[config.mk]
export PLATFORM = sky130hd
export DESIGN_NAME = lui_host_serial_port
export DESIGN_NICKNAME = d
export VERILOG_FILES = /design/src/lui_host_serial_port.v /design/src/lui_sync2.v /design/src/lui_reg_file.v
export VERILOG_INCLUDE_DIRS = /design/src
export SDC_FILE = /design/constraint.sdc
export NUM_CORES = 1
export LEC_CHECK = 0
export ABC_AREA = 1
export BUFFER_PORTS_ARGS = -buffer_cell sky130_fd_sc_hd__buf_2
export CELL_PAD_IN_SITES_DETAIL_PLACEMENT = 1
export CELL_PAD_IN_SITES_GLOBAL_PLACEMENT = 1
export CORE_ASPECT_RATIO = 0.9
export CORE_MARGIN = 2
export CORE_UTILIZATION = 39
export CTS_CLUSTER_SIZE = 14
export DETAILED_ROUTE_END_ITERATION = 8
export GPL_TIMING_DRIVEN = 0
export PLACE_DENSITY_LB_ADDON = 0.1
export SETUP_SLACK_MARGIN = 0.2
export SLEW_MARGIN = 0
export SYNTH_ARGS = -nofsm -noshare
export SYNTH_HDL_FRONTEND = slang
export SYNTH_SLANG_ARGS = --single-unit
export TNS_END_PERCENT = 10
[constraint.sdc]
create_clock -name i_sys_clk -period 2.3 [get_ports i_sys_clk]
set_input_delay 0.345 -clock i_sys_clk [delete_from_list [all_inputs] [get_ports i_sys_clk]]
set_output_delay 0.345 -clock i_sys_clk [all_outputs]
set_load 0.01 [all_outputs]
[src/lui_port_consts.vh]
// Constants for the line interface host control port.
`ifndef LUI_PORT_CONSTS_VH
`define LUI_PORT_CONSTS_VH

`define ADDR_COMMON_CONTROL_1     5'h00
`define ADDR_COMMON_CONTROL_2     5'h01
`define ADDR_COMMON_CONTROL_3     5'h02
`define ADDR_COMMON_CONTROL_4     5'h03
`define ADDR_COMMON_CONTROL_5     5'h04
`define ADDR_COMMON_CONTROL_6     5'h05
`define ADDR_LINE_STATUS          5'h06
`define ADDR_INTERRUPT_MASK       5'h07
`define ADDR_RECEIVE_INFO_1       5'h08
`define ADDR_RECEIVE_INFO_2       5'h09
`define ADDR_INBAND_CODE_CONTROL  5'h0a
`define ADDR_TX_CODE_DEF_1        5'h0b
`define ADDR_TX_CODE_DEF_2        5'h0c
`define ADDR_RX_LOOPUP_CODE_1     5'h0d
`define ADDR_RX_LOOPUP_CODE_2     5'h0e
`define ADDR_RX_LOOPDOWN_CODE_1   5'h0f
`define ADDR_RX_LOOPDOWN_CODE_2   5'h10
`define ADDR_ERROR_COUNT_1        5'h11
`define ADDR_ERROR_COUNT_2        5'h12
`define ADDR_FACTORY_CHECK_1      5'h13
`define ADDR_FACTORY_CHECK_2      5'h14
`define ADDR_FACTORY_CHECK_3      5'h15
`define ADDR_LAST_REG             5'h15
`define ADDR_BURST_WRITE_LAST     5'h16
`define REG_COUNT                 22

`define CMD_DIR_BIT               0
`define CMD_ADDR_LSB              1
`define CMD_BURST_BIT             7
`define REG_RESET_VALUE           8'h00

`endif

[src/lui_host_serial_port.v]
// Host control port of a line interface unit: serial slave and mode selects.
`timescale 1ns/1ns
`default_nettype none
`include "lui_port_consts.vh"
module lui_host_serial_port (
  // Clock and control
  input  wire        i_sys_clk,
  input  wire        i_resetn,
  input  wire        i_ce,
  // Interface strap pins
  input  wire        i_port_select_hi,
  input  wire        i_port_select_lo,
  input  wire        i_parallel_timing_style,
  input  wire        i_input_edge_select,
  input  wire        i_output_edge_select,
  // Serial host pins
  input  wire        i_cs_n,
  input  wire        i_sclk,
  input  wire        i_serial_in,
  output reg         o_serial_out,
  output wire        o_serial_out_oe,
  // Mode indications
  output wire        o_serial_mode,
  output wire        o_parallel_mode,
  output wire        o_parallel_muxed,
  output wire        o_parallel_style_alt,
  // Line-side status inputs
  input  wire [7:0]  i_line_status,
  input  wire [7:0]  i_receive_info_1,
  input  wire [7:0]  i_receive_info_2,
  input  wire [7:0]  i_error_count_1,
  input  wire [7:0]  i_error_count_2,
  // Register contents to the line logic
  output wire [175:0] o_regs
);
  localparam ST_IDLE = 2'd0;
  localparam ST_CMD  = 2'd1;
  localparam ST_DATA = 2'd2;
  localparam ST_DONE = 2'd3;

  wire cs_n_s;
  wire sclk_s;
  wire serial_in_s;
  wire bsh_s;
  wire bsl_s;
  wire pts_s;
  wire ies_s;
  wire oes_s;

  // Every pin from outside the clock domain passes two flops.
  lui_sync2 u_sync_cs   (.i_sys_clk(i_sys_clk), .i_resetn(i_resetn), .i_ce(i_ce),
                         .i_async(i_cs_n), .o_sync(cs_n_s));
  lui_sync2 u_sync_sclk (.i_sys_clk(i_sys_clk), .i_resetn(i_resetn), .i_ce(i_ce),
                         .i_async(i_sclk), .o_sync(sclk_s));
  lui_sync2 u_sync_serial_in (.i_sys_clk(i_sys_clk), .i_resetn(i_resetn), .i_ce(i_ce),
                              .i_async(i_serial_in), .o_sync(serial_in_s));
  lui_sync2 u_sync_bsh  (.i_sys_clk(i_sys_clk), .i_resetn(i_resetn), .i_ce(i_ce),
                         .i_async(i_port_select_hi), .o_sync(bsh_s));
  lui_sync2 u_sync_bsl  (.i_sys_clk(i_sys_clk), .i_resetn(i_resetn), .i_ce(i_ce),
                         .i_async(i_port_select_lo), .o_sync(bsl_s));
  lui_sync2 u_sync_pts  (.i_sys_clk(i_sys_clk), .i_resetn(i_resetn), .i_ce(i_ce),
                         .i_async(i_parallel_timing_style), .o_sync(pts_s));
  lui_sync2 u_sync_ies  (.i_sys_clk(i_sys_clk), .i_resetn(i_resetn), .i_ce(i_ce),
                         .i_async(i_input_edge_select), .o_sync(ies_s));
  lui_sync2 u_sync_oes  (.i_sys_clk(i_sys_clk), .i_resetn(i_resetn), .i_ce(i_ce),
                         .i_async(i_output_edge_select), .o_sync(oes_s));

  // Mode decode from the strap pins.
  assign o_serial_mode        = bsh_s & ~bsl_s;
  assign o_parallel_mode      = ~bsh_s;
  assign o_parallel_muxed     = ~bsh_s & ~bsl_s;
  assign o_parallel_style_alt = ~bsh_s & pts_s;

  reg        sclk_d_r;
  reg [1:0]  state_r;
  reg [1:0]  state_nxt;
  reg [7:0]  sh_in_r;
  reg [2:0]  in_cnt_r;
  reg [7:0]  sh_out_r;
  reg [2:0]  out_cnt_r;
  reg        rd_r;
  reg        burst_r;
  reg [4:0]  addr_r;
  reg        wr_en_r;
  reg [4:0]  wr_addr_r;
  reg [7:0]  wr_data_r;
  reg        out_live_r;
  reg        load_pend_r;
  wire [7:0] rd_data;

  wire rise      = sclk_s & ~sclk_d_r;
  wire fall      = ~sclk_s & sclk_d_r;
  wire active    = o_serial_mode & ~cs_n_s;
  wire in_edge   = ies_s ? fall : rise;
  wire out_edge  = oes_s ? rise : fall;
  wire [7:0] byte_in = {serial_in_s, sh_in_r[7:1]};
  wire byte_done = active && in_edge && (in_cnt_r == 3'd7);

  lui_reg_file u_regs (
    .i_sys_clk        (i_sys_clk),
    .i_resetn         (i_resetn),
    .i_ce             (i_ce),
    .i_wr_en          (wr_en_r),
    .i_wr_addr        (wr_addr_r),
    .i_wr_data        (wr_data_r),
    .i_rd_addr        (addr_r),
    .o_rd_data        (rd_data),
    .i_line_status    (i_line_status),
    .i_receive_info_1 (i_receive_info_1),
    .i_receive_info_2 (i_receive_info_2),
    .i_error_count_1  (i_error_count_1),
    .i_error_count_2  (i_error_count_2),
    .o_regs           (o_regs)
  );

  always @* begin
    state_nxt = state_r;
    case (state_r)
      ST_IDLE: begin
        if (active) begin
          state_nxt = ST_CMD;
        end
      end
      ST_CMD: begin
        if (byte_done) begin
          state_nxt = ST_DATA;
        end
      end
      ST_DATA: begin
        if (byte_done && !burst_r) begin
          state_nxt = ST_DONE;
        end else if (byte_done && rd_r && addr_r == `ADDR_LAST_REG) begin
          state_nxt = ST_DONE;
        end else if (byte_done && !rd_r && addr_r == `ADDR_BURST_WRITE_LAST) begin
          state_nxt = ST_DONE;
        end
      end
      default: begin
        state_nxt = ST_DONE;
      end
    endcase
    if (!active) begin
      state_nxt = ST_IDLE;
    end
  end

  always @(posedge i_sys_clk) begin
    if (!i_resetn) begin
      sclk_d_r    <= 1'b0;
      state_r     <= ST_IDLE;
      sh_in_r     <= 8'h00;
      in_cnt_r    <= 3'd0;
      sh_out_r    <= 8'h00;
      out_cnt_r   <= 3'd0;
      rd_r        <= 1'b0;
      burst_r     <= 1'b0;
      addr_r      <= 5'h00;
      wr_en_r     <= 1'b0;
      wr_addr_r   <= 5'h00;
      wr_data_r   <= 8'h00;
      out_live_r  <= 1'b0;
      load_pend_r <= 1'b0;
      o_serial_out <= 1'b0;
    end else if (i_ce) begin
      sclk_d_r <= sclk_s;
      state_r  <= state_nxt;
      wr_en_r  <= 1'b0;
      if (!active || state_r == ST_IDLE) begin
        // Chip select high clears the bit counters and the output flags; command, address and shift-in bits keep their values.
        in_cnt_r    <= 3'd0;
        out_cnt_r   <= 3'd0;
        out_live_r  <= 1'b0;
        load_pend_r <= 1'b0;
      end else begin
        if (in_edge && state_r != ST_DONE) begin
          sh_in_r  <= byte_in;
          in_cnt_r <= in_cnt_r + 3'd1;
        end
        if (byte_done && state_r == ST_CMD) begin
          rd_r    <= byte_in[`CMD_DIR_BIT];
          burst_r <= byte_in[`CMD_BURST_BIT];
          // Burst always begins at register zero.
          addr_r  <= byte_in[`CMD_BURST_BIT] ? 5'h00 :
                     byte_in[`CMD_ADDR_LSB+4:`CMD_ADDR_LSB];
          load_pend_r <= byte_in[`CMD_DIR_BIT];
        end
        if (byte_done && state_r == ST_DATA) begin
          if (!rd_r) begin
            wr_en_r   <= 1'b1;
            wr_addr_r <= addr_r;
            wr_data_r <= byte_in;
          end
          if (burst_r) begin
            addr_r <= addr_r + 5'd1;
            load_pend_r <= rd_r && (addr_r != `ADDR_LAST_REG);
          end
        end
        // Read data shifts out LSB first on the selected output edge.
        if (out_edge && state_r == ST_DATA && rd_r) begin
          if (out_cnt_r == 3'd0 && load_pend_r) begin
            o_serial_out <= rd_data[0];
            sh_out_r     <= {1'b0, rd_data[7:1]};
            out_live_r   <= 1'b1;
            load_pend_r  <= 1'b0;
            out_cnt_r    <= 3'd1;
          end else if (out_cnt_r != 3'd0) begin
            o_serial_out <= sh_out_r[0];
            sh_out_r     <= {1'b0, sh_out_r[7:1]};
            out_cnt_r    <= out_cnt_r + 3'd1;
          end
        end
      end
    end
  end

  assign o_serial_out_oe = active & out_live_r;
endmodule // lui_host_serial_port
`default_nettype wire

[src/lui_sync2.v]
// Two-flop synchroniser for one level from outside the clock domain.
`timescale 1ns/1ns
`default_nettype none
module lui_sync2 (
  // Clock and control
  input  wire i_sys_clk,
  input  wire i_resetn,
  input  wire i_ce,
  // Data
  input  wire i_async,
  output wire o_sync
);
  reg meta_r;
  reg sync_r;

  always @(posedge i_sys_clk) begin
    if (!i_resetn) begin
      meta_r <= 1'b1;
      sync_r <= 1'b1;
    end else if (i_ce) begin
      meta_r <= i_async;
      sync_r <= meta_r;
    end
  end

  assign o_sync = sync_r;
endmodule // lui_sync2
`default_nettype wire

[src/lui_reg_file.v]
// Byte-wide register array of the host port with read-only slots.
`timescale 1ns/1ns
`default_nettype none
`include "lui_port_consts.vh"
module lui_reg_file #(
  parameter NREGS = `REG_COUNT
) (
  // Clock and control
  input  wire          i_sys_clk,
  input  wire          i_resetn,
  input  wire          i_ce,
  // Write side
  input  wire          i_wr_en,
  input  wire [4:0]    i_wr_addr,
  input  wire [7:0]    i_wr_data,
  // Read side
  input  wire [4:0]    i_rd_addr,
  output reg  [7:0]    o_rd_data,
  // Line-side status sources and control view
  input  wire [7:0]    i_line_status,
  input  wire [7:0]    i_receive_info_1,
  input  wire [7:0]    i_receive_info_2,
  input  wire [7:0]    i_error_count_1,
  input  wire [7:0]    i_error_count_2,
  output wire [8*NREGS-1:0] o_regs
);
  reg [7:0] regs_r [0:NREGS-1];
  integer k;

  function is_ro;
    input [4:0] a;
    begin
      is_ro = (a == `ADDR_LINE_STATUS) || (a == `ADDR_RECEIVE_INFO_1) ||
              (a == `ADDR_RECEIVE_INFO_2) || (a == `ADDR_ERROR_COUNT_1) ||
              (a == `ADDR_ERROR_COUNT_2);
    end
  endfunction

  always @(posedge i_sys_clk) begin
    if (!i_resetn) begin
      for (k = 0; k < NREGS; k = k + 1) begin
        regs_r[k] <= `REG_RESET_VALUE;
      end
    end else if (i_ce) begin
      // Read-only and nonexistent addresses drop the write.
      if (i_wr_en && (i_wr_addr <= `ADDR_LAST_REG) && !is_ro(i_wr_addr)) begin
        regs_r[i_wr_addr] <= i_wr_data;
      end
    end
  end

  always @* begin
    if (i_rd_addr == `ADDR_LINE_STATUS) begin
      o_rd_data = i_line_status;
    end else if (i_rd_addr == `ADDR_RECEIVE_INFO_1) begin
      o_rd_data = i_receive_info_1;
    end else if (i_rd_addr == `ADDR_RECEIVE_INFO_2) begin
      o_rd_data = i_receive_info_2;
    end else if (i_rd_addr == `ADDR_ERROR_COUNT_1) begin
      o_rd_data = i_error_count_1;
    end else if (i_rd_addr == `ADDR_ERROR_COUNT_2) begin
      o_rd_data = i_error_count_2;
    end else if (i_rd_addr <= `ADDR_LAST_REG) begin
      o_rd_data = regs_r[i_rd_addr];
    end else begin
      o_rd_data = 8'h00;
    end
  end

  genvar g;
  generate
    for (g = 0; g < NREGS; g = g + 1) begin : g_view
      assign o_regs[8*g+7:8*g] = regs_r[g];
    end
  endgenerate
endmodule // lui_reg_file
`default_nettype wire

==> results of run 1 <==
## flip-flops by register name, summed over array words and instances (netlist names), 2 cells and up, named ones only
register / flops
addr_r: 5
in_cnt_r: 3
out_cnt_r: 3
sh_in_r: 7
sh_out_r: 7
state_r: 2
u_regs.regs_r: 256
wr_addr_r: 5
wr_data_r: 8
## report_power, final
part	switching (W)	internal, W
logic	0.000484	0.000238
registers	0.000127	0.00652
clock network	0.00237	0.00353
## worst min-delay path by stage
stage | from | endpoint | slack (ns) | depth (start not counted)
global route | i_input_edge_select | u_sync_ies.meta_r | 0.03 | 3
CTS | i_port_select_hi | u_sync_bsh.meta_r | 0.01 | 3
global placement | u_sync_oes.meta_r | u_sync_oes.meta_r | 0.44 | 2
finish | i_port_select_hi | u_sync_bsh.meta_r | 0.02 | 3
floorplan | u_sync_oes.meta_r | u_sync_oes.meta_r | 0.43 | 2
detailed placement | u_sync_serial_in.meta_r | u_sync_serial_in.meta_r | 0.44 | 2
## worst max-delay path: stages, from the launching register on
cell	delay (ns)
dfxtp_4	0.38
inv_1	0.10
nand2_4	0.08
clkinvlp_4	0.12
a22oi_2	0.25
nand2_4	0.13
nor4_4	0.30
buf_6	0.24
nand2_8	0.11
nand2_8	0.11
## per-stage QoR
step	cell area [sq um]	total power (W)	hold WS, ns
floorplan	15400	0.00708	0.429
detailed placement	17200	0.00745	0.445
finish	19700	0.0133	0.0187
CTS	19200	0.0134	0.0117
global route	19700	0.0137	0.0263
global placement	17200	0.00743	0.438
## cells by family after synthesis
group           count (synthesis)
simple gates                  954
buf+inv                       271
compound gates                153
other cells                     1
xor+xnor                        1
fa+ha+maj                       8
flops                         324
## cell usage after synthesis (2+ instances only)
master	number
a211oi_1	6
a21oi_1	59
a22oi_1	2
buf_1	12
buf_2	19
clkbuf_1	51
clkinv_1	12
dfxtp_1	68
edfxtp_1	256
ha_1	8
inv_1	173
inv_2	3
nand2_1	555
nand2_2	13
nand3_1	183
nand3_2	4
nand4_1	2
nor2_1	185
nor3_1	2
nor3_4	3
o211ai_1	2
o21ai_0	76
or2_2	2
## area by class of cell
cell class                 count  area [sq um]
inverter                     188           752
multi-input combinational   1236          5970
tap                          490           613
clock buffer                  53          1060
timing repair buffer         254          1360
buffer                        83           711
clock inverter                14           139
sequential                   324          9070
fill                        4540         18500
## placed cells by master, fill, tap and decap left out, drive strengths merged
master,n
nand4,2
nor3b,1
ha,8
a221oi,1
nand2,569
o22ai,1
nor4,1
a21oi,60
conb,120
or2,2
xor2,1
o211ai,2
bufinv,3
and3,1
a311oi,1
nor3,5
nor2,186
dfxtp,68
a31oi,2
clkinvlp,3
inv,176
nand3,187
clkbuf,99
a211oi,6
o21ai,77
clkinv,20
a22oi,2
o21a,1
edfxtp,256
buf,291
## repair_timing
item | in CTS | in global routing
endpoints found under the setup margin | 298 | 204
buffers inserted | 6 | 17
pin swaps | 11 | 17
resized for setup | 238 | 84
## per-layer routing
metal	track usage, %	vias to the layer above	wire, um
met4	7.85	0	1520
met1	38.8	6733	24800
li1	-	6279	-
met3	5.30	88	4570
met2	46.5	558	26800
met5	0	-	0
==> summary.md, run 1 <==
| Metric | Value |
|---|---|
| Clock slew at reported path FFs | `around 0.060 ns` |
| Initial drt markers | `roughly 1100` |
| Slew HR | `between 10% and 20%` |
| CTS root buf | `clkbuf_16` |
| DRT Pass-1 Iters | `5` |
| Reg2reg path depth | `9` |
| XOR/XNOR Fraction of Synth Area | `0.0585%` |
| Ant diodes | `0` |
| Power Dens Cells | `approximately 680 mW/mm^2` |
| EDFF count, synth | `between 200 and 300` |
| Top FF cell, synth | `edfxtp_1` |
| Num rows | `between 60 and 70` |
| FFs w/ async S/R, synth | `0%` |
| Sequential area share after synthesis | `~60%` |
| Placed cells | `between 2000 and 3000` |
| RR Startpoint | `wr_addr_r[0]` |
| Post-Synthesis Cell Area | `0.0150 sq mm` |
| Fmax | `467 MHz` |
| GRT Overall Usage | `~28%` |
| HP Class | `primary input to flop` |
| Vias | `13700` |
| CTS max path bufs | `3` |
| Status | `completed` |
| Final worst-path setup slack | `around 0.16 ns` |
| CTS H-Tree Depth | `2` |
| Min cycle time layout | `~2.1 ns` |
| Area grow syn2layout | `31.3%` |
| Number of global-route vias before repair | `around 13000` |
| Mux contribution to synthesized area | `0%` |
| Post-Layout Cell Count | `2642` |
| Largest area contributor in the netlist | `edfxtp_1` |
| Max-cap violations | `0` |
| Share of the synthesized area in the top cell type | `approximately half` |
| Largest family of logic cells by synthesized area | `simple AND/OR/NAND/NOR gates` |
| Final setup vio count | `0` |
| Setup crit start kind | `flop` |
| Worst Path Arrival | `2.37 ns` |
| Final hold violation count | `0` |
| CP Capture Point | `u_regs.regs_r[3][6]` |
| CTS buffer count | `38` |
| Compound-cell area share of the yosys netlist | `roughly 5.5%` |
| Unrepaired setup endpoints after global routing | `yes` |
| Die W | `211 um` |
| Post-synth cell types | `39` |
| CTS tree | `built` |
| Pin count of the biggest net entering global routing | `18` |
| Slew of the pin with the lowest slew margin | `between 1 and 1.5 ns` |
| CTS sink count | `about 320` |
| Setup TNS | `0 ns` |
| Antenna violations before repair | `0` |
| Worst EP required | `approximately 2.5 ns` |
| DP HPWL | `~42000 um` |
| Post-route clock period utilization | `93.2%` |
| Hold buffer count at CTS | `0` |
| Critical path peak fanout | `8` |
| Post-synthesis simple-gate area fraction | `a little over a quarter` |
| Leak | `roughly 8.8 nW` |
| Core ar. | `between 0.03 and 0.04 sq mm` |
| Synth warn | `0` |
| Die Ht | `roughly 190 um` |
| Number of vias per cell | `~5.2` |
| Syn Area/Cell | `8.75 sq um` |
| Reg2reg setup slack | `about 0.16 ns` |
| Routed wire length | `around 58000 um` |
| Boundary pin count | `233` |
| GR Overflow Total | `0` |
| First-pass GRT wire length | `approximately 83000 um` |
| Clk Latency, worst-skew pair | `0.54 ns` |
| Die ar. | `approximately 0.04 sq mm` |
| Initial Util | `about two fifths` |
| Peak supply drop | `slightly below 0.5 mV` |
| Layout cells sized above 1 | `about a quarter` |
| Slew Viols, Final | `0` |
| Synth area leaders | `edfxtp_1 (51%), nand2_1 (14%), dfxtp_1 (9.1%)` |
| # port buffers | `231` |
| Nets | `about 2200` |
| Crit end category | `flop` |
| GPL Wtd Cong | `between 0.8 and 0.9` |
| Wire per inst | `~22 um` |
| Worst R2R End | `u_regs.regs_r[3][6]` |
| Worst Skew | `about 0.015 ns` |
| Utilization after layout | `between 50 and 60%` |
| Critical path class | `flop to flop` |
| Final ANT Viol Nets | `0` |
| Pre-CTS setup slack | `-0.522 ns` |
| Synth Instances | `1712` |
| DRC Markers | `0` |
| Number of synthesized register bits | `about 320` |
| Crit path launch | `wr_addr_r[0]` |
| Synth Area in Adders | `0.668%` |
No activity file was read; power rests on OpenSTA's default activity.
==> run 2, diff against run 1 <==
RECOVER_POWER = 50   (was not set)
==> summary.md, run 2 (synthesized netlist as in run 1, its figures left out) <==
| Metric | Value |
|---|---|
| Die W | `211 um (unchanged)` |
| Crit-path slowest cell | `dfxtp_1` |
| Number of global-route vias before repair | `13500 (unchanged)` |
| Peak supply drop | `0.482 mV (+0.20%)` |
| Worst Hold Depth | `3 (unchanged)` |
| Clock slew at reported path FFs | `0.06 ns (about the same)` |
| Die ar. | `0.0400 sq mm (unchanged)` |
| Max reg flops | `256 (unchanged)` |
| Nets | `2184 (unchanged)` |
| Hold buffer count at CTS | `0 (unchanged)` |
| Layout cells sized above 1 | `15.6% (-8.6 points)` |
| Boundary pin count | `233 (unchanged)` |
| Routing usage on met2 | `46.5% (unchanged)` |
| Hold Path Sink | `u_sync_bsh.meta_r` |
| First-pass GRT wire length | `83300 um (unchanged)` |
| Number of vias per cell | `5.16 (-0.26%)` |
| Final ANT Viol Nets | `0 (unchanged)` |
| # port buffers | `231 (unchanged)` |
| Ant diodes | `0 (unchanged)` |
| Die Ht | `190 um (unchanged)` |
| GRT Overall Usage | `28.4% (unchanged)` |
| Initial Util | `39.3% (unchanged)` |
| HP Class | `primary input to flop` |
| Hold path startpoint | `i_port_select_hi` |
| DRC Markers | `0 (unchanged)` |
| Met3 Resource Use GR | `5.30% (unchanged)` |
| Unrepaired setup endpoints after global routing | `yes` |
| Worst Skew | `0.0157 ns (+0.00105 ns)` |
| Setup crit start kind | `flop` |
| Fmax | `453 MHz (-2.9%)` |
| Final setup vio count | `0 (unchanged)` |
| Met1 Usage GRT | `38.8% (unchanged)` |
| Pre-CTS setup slack | `-0.522 ns (unchanged)` |
| RR Startpoint | `wr_data_r[7]` |
| Post-DP Area | `0.0172 sq mm (unchanged)` |
| CTS buffer count | `38 (unchanged)` |
| Largest registers | `u_regs.regs_r (256), wr_data_r (8)` |
| CTS root buf | `clkbuf_16` |
| CTS max path bufs | `3 (unchanged)` |
| Area grow syn2layout | `29.7%` |
| Most frequent cells in the layout | `nand2_1 (528), edfxtp_1 (256), clkbuf_1 (213), nor2_1 (177), inv_1 (162)` |
| Crit path launch | `wr_data_r[7]` |
| Initial drt markers | `1010 (-5.1%)` |
| Reg2reg setup slack | `0.09 ns (-0.06 ns)` |
| Critical path peak fanout | `12 (+4)` |
| Core ar. | `0.0381 sq mm (unchanged)` |
| Slew Viols, Final | `0 (unchanged)` |
| Leak | `8.15 nW (-6.9%)` |
| Most flop-heavy register | `u_regs.regs_r` |
| CTS H-Tree Depth | `2 (unchanged)` |
| Clk Latency, worst-skew pair | `0.54 ns (about the same)` |
| Crit end category | `flop` |
| Routed wire length | `57700 um (about the same)` |
| Worst EP required | `2.68 ns (+0.15 ns)` |
| CP Cell Sequence | `clkinv_2 > clkbuf_1 > nor2_1` |
| Vias | `13600 (-0.26%)` |
| Status | `completed` |
| Min cycle time layout | `2.21 ns (+0.0643 ns)` |
| Final hold violation count | `0 (unchanged)` |
| Num rows | `68 (unchanged)` |
| GPL Wtd Cong | `0.899 (unchanged)` |
| Antenna violations before repair | `0 (unchanged)` |
| Worst Path Arrival | `2.58 ns (+0.21 ns)` |
| DRT Pass-1 Iters | `5 (unchanged)` |
| Power Dens Cells | `682 mW/mm^2 (+1.1%)` |
| GR Overflow Total | `0 (unchanged)` |
| CP max stage delay | `0.86 ns (+0.48 ns)` |
| CTS sink count | `324 (unchanged)` |
| Pin count of the biggest net entering global routing | `18 (unchanged)` |
| Slew of the pin with the lowest slew margin | `1.24 ns (-0.0103 ns)` |
| Hold slack | `0.0194 ns (+0.000637 ns)` |
| Final worst-path setup slack | `0.0928 ns (-0.0643 ns)` |
| CTS tree | `built` |
| Post-route clock period utilization | `96.0% (+2.8 points)` |
| Worst R2R End | `u_regs.regs_r[11][7]` |
| Final Power | `0.0133 W (-0.17%)` |
| DP HPWL | `42100 um (unchanged)` |
| Fillers | `4605 (+1.4%)` |
| Gr busiest metal | `met2` |
| Commonest non-fill, non-tap cell in the layout | `nand2_1` |
| Wire per inst | `21.8 um (about the same)` |
| Critical path class | `flop to flop` |
| Reg2reg path depth | `3 (-6)` |
| Slew HR | `17.2% (+0.68 points)` |
| Post-route cell area | `0.0194 sq mm (-1.2%)` |
| Max-cap violations | `0 (unchanged)` |
run 2: cell types whose count changed in the layout (fill, tap and decap cells not counted), sizes merged:
cell | before | now
clkbuf | 99 | 281
buf | 291 | 109
run 2: layout make-up:
cell class	instances	area, sq um	area share, %
plain buffers	83	709	3.65
clock buffers	53	1060	5.45
clock inverters	14	139	0.715
inverters	188	752	3.87
multi-input cells	1236	5960	30.7
flip-flops and latches	324	9060	46.7
well taps	490	613	3.16
repair buffers	254	1130	5.82
run 2: how the worst max path moves through the flow:
stage                                 to  slack [ns]  cells past startpoint
floorplan            u_regs.regs_r[0][0]        0.13                      8
global placement             sh_out_r[6]       -0.55                     16
detailed placement           sh_out_r[6]       -0.52                     16
CTS                         wr_data_r[2]        0.17                     10
global route                wr_data_r[6]        0.02                     11
finish              u_regs.regs_r[11][7]        0.09                      3
run 2: metal layers:
layer | wire length (um) | up-vias
met4 | 1510 | 0
met5 | 0 | -
met2 | 26900 | 493
met1 | 25100 | 6755
met3 | 4240 | 88
li1 | - | 6286
run 2: critical path: cells and delay by family (launching register included):
family                 cells  cell delay, ns
DFF                        1            0.86
and+or+nand+nor            1            0.23
buffers and inverters      2            0.95
run 2: timing repair:
item | CTS | global route
setup endpoints to repair | 298 | 204
gates resized for setup | 238 | 84
setup buffers | 6 | 17
pin swaps | 11 | 17
run 2: report_power, final:
| part | switching, W | internal (W) | total, W | leakage (nW) |
|---|---|---|---|---|
| logic | 0.000484 | 0.000199 | 0.000683 | 4.39 |
| clock network | 0.00239 | 0.00353 | 0.00592 | 0.582 |
| registers | 0.000131 | 0.00652 | 0.00665 | 3.18 |
| total | 0.00300 | 0.0103 | 0.0133 | 8.15 |
run 2: metrics by stage:
stage / util, % / cells / setup TNS [ns]
after floorplan: - / 1831 / 0
after global placement: 45.1 / 2552 / -41.15
after detailed placement: 45.1 / 2552 / -55.96
after CTS: 50.5 / 2625 / 0
after global routing: 51.0 / 2642 / 0
final: 51.0 / 2642 / 0
==> run 3, diff against run 2 <==
PLACE_DENSITY = 0.83   (was not set)
PLACE_DENSITY_LB_ADDON = not set   (was 0.1)
==> summary.md, run 3 (synthesized netlist as in run 1, its figures left out) <==
| Metric | Value |
|---|---|
| Initial drt markers | `1258 (+25%)` |
| Unrepaired setup endpoints after global routing | `yes` |
| Most frequent cells in the layout | `nand2_1 (530), edfxtp_1 (256), clkbuf_1 (215), nor2_1 (178), inv_1 (162)` |
| Worst Path Arrival | `2.61 ns (+0.03 ns)` |
| Max reg flops | `256 (unchanged)` |
| CTS buffer count | `38 (unchanged)` |
| Hold buffer count at CTS | `0 (unchanged)` |
| Ant diodes | `0 (unchanged)` |
| GPL Wtd Cong | `0.922 (+2.6%)` |
| Final worst-path setup slack | `0.0672 ns (-0.0256 ns)` |
| Power Dens Cells | `677 mW/mm^2 (-0.79%)` |
| CP max stage delay | `0.74 ns (-0.12 ns)` |
| Leak | `8.34 nW (+2.3%)` |
| Post-route clock period utilization | `97.1% (+1.1 points)` |
| Boundary pin count | `233 (unchanged)` |
| CTS H-Tree Depth | `2 (unchanged)` |
| CTS tree | `built` |
| Pre-CTS setup slack | `-0.728 ns (-0.207 ns)` |
| Most flop-heavy register | `u_regs.regs_r` |
| Largest registers | `u_regs.regs_r (256), wr_data_r (8)` |
| CTS max path bufs | `3 (unchanged)` |
| GRT Overall Usage | `27.8% (-0.59 points)` |
| Max-cap violations | `0 (unchanged)` |
| Num rows | `68 (unchanged)` |
| Layout cells sized above 1 | `16.4% (+0.83 points)` |
| GR Overflow Total | `0 (unchanged)` |
| Slew Viols, Final | `0 (unchanged)` |
| Min cycle time layout | `2.23 ns (+0.0256 ns)` |
| Wire per inst | `22.9 um (+5.0%)` |
| Routed wire length | `60600 um (+5.1%)` |
| Final Power | `0.0133 W (+0.67%)` |
| Slew of the pin with the lowest slew margin | `1.29 ns (+0.0476 ns)` |
| Die W | `211 um (unchanged)` |
| Die Ht | `190 um (unchanged)` |
| Crit end category | `flop` |
| DP HPWL | `40700 um (-3.3%)` |
| Fmax | `448 MHz (-1.1%)` |
| Area grow syn2layout | `31.6%` |
| CP Cell Sequence | `clkinvlp_4 > clkbuf_1 > nor2_1` |
| Fillers | `4510 (-2.1%)` |
| HP Class | `primary input to flop` |
| Number of vias per cell | `5.46 (+5.8%)` |
| Peak supply drop | `0.459 mV (-4.8%)` |
| Critical path class | `flop to flop` |
| Vias | `14400 (+5.9%)` |
| Worst Skew | `0.0256 ns (+0.00995 ns)` |
| Initial Util | `39.3% (unchanged)` |
| Crit-path slowest cell | `dfxtp_1` |
| Critical path peak fanout | `11 (-1)` |
| Reg area | `0.00906 sq mm (unchanged)` |
| Commonest non-fill, non-tap cell in the layout | `nand2_1` |
| CTS root buf | `clkbuf_16` |
| Clock slew at reported path FFs | `0.06 ns (about the same)` |
| Final hold violation count | `0 (unchanged)` |
| Setup crit start kind | `flop` |
| DRT Pass-1 Iters | `7 (+2)` |
| Nets | `2187 (+0.14%)` |
| DRC Markers | `0 (unchanged)` |
| Final setup vio count | `0 (unchanged)` |
| Antenna violations before repair | `0 (unchanged)` |
| Core ar. | `0.0381 sq mm (unchanged)` |
| Status | `completed` |
| Worst EP required | `2.68 ns (about the same)` |
| Multi-input combinational cell area | `0.00627 sq mm (+5.2%)` |
| First-pass GRT wire length | `83900 um (+0.69%)` |
| Number of global-route vias before repair | `14300 (+6.1%)` |
| Final ANT Viol Nets | `0 (unchanged)` |
| Clk Latency, worst-skew pair | `0.54 ns (about the same)` |
| Pin count of the biggest net entering global routing | `18 (unchanged)` |
| Die ar. | `0.0400 sq mm (unchanged)` |
| Slew HR | `14.1% (-3.2 points)` |
| CTS sink count | `324 (unchanged)` |
| Hold slack | `0.0370 ns (+0.0176 ns)` |
| # port buffers | `231 (unchanged)` |
-- run 3: critical path, delay by kind of cell, from the launching register on --
family	cells	cell delay, ns
AND/OR/NAND/NOR	1	0.26
buffers and inverters	2	1.07
flip-flops	1	0.74
-- run 3: through the flow --
stage	area [sq um]	instances	utilization, %	setup TNS (ns)
2_1_floorplan	15400	1831	-	0
3_3_place_gp	17200	2552	45.1	-44.70
3_5_place_dp	17200	2552	45.1	-59.49
4_1_cts	19200	2624	50.3	0
5_1_grt	19700	2643	51.7	-0.0236
6_report	19700	2643	51.7	0
-- run 3: report_power, final --
part | internal (W) | switching (W) | total, W
combinational | 0.000212 | 0.000518 | 0.000731
sequential | 0.00652 | 0.000135 | 0.00666
clock | 0.00352 | 0.00244 | 0.00596
total | 0.0103 | 0.00309 | 0.0133
-- run 3: final cells by class --
class                           instances  share of cell area (%)
Inverter                              188                    3.76
Sequential cell                       324                    46.0
Multi-Input combinational cell       1237                    31.8
Timing Repair Buffer                  256                    5.85
Tap cell                              490                    3.11
Clock buffer                           53                    5.34
Buffer                                 83                    3.43
Clock inverter                         12                   0.705
-- run 3: final timing paths --
check / start / endpoint / slack (ns) / depth (start not counted)
worst max register to register: wr_data_r[4] / u_regs.regs_r[0][4] / 0.07 / 3
worst min register to register: u_sync_oes.meta_r / u_sync_oes.meta_r / 0.46 / 2
worst min-delay path: i_port_select_hi / u_sync_bsh.meta_r / 0.04 / 3
worst max-delay path: wr_data_r[4] / u_regs.regs_r[0][4] / 0.07 / 3
-- run 3: metal layers --
metal	share of wire, %	vias up	GRT usage (%)
li1	-	6281	-
met1	37	7084	33.9
met2	49	839	47.9
met3	9.0	217	5.83
met4	5.0	0	11.7
met5	0	-	0
-- run 3: what timing repair did --
action / CTS / global route
setup endpoints to repair: 300 / 260
cloned: 1 / 1
pin swaps: 15 / 31
resized for setup: 213 / 158
buffers inserted: 6 / 18
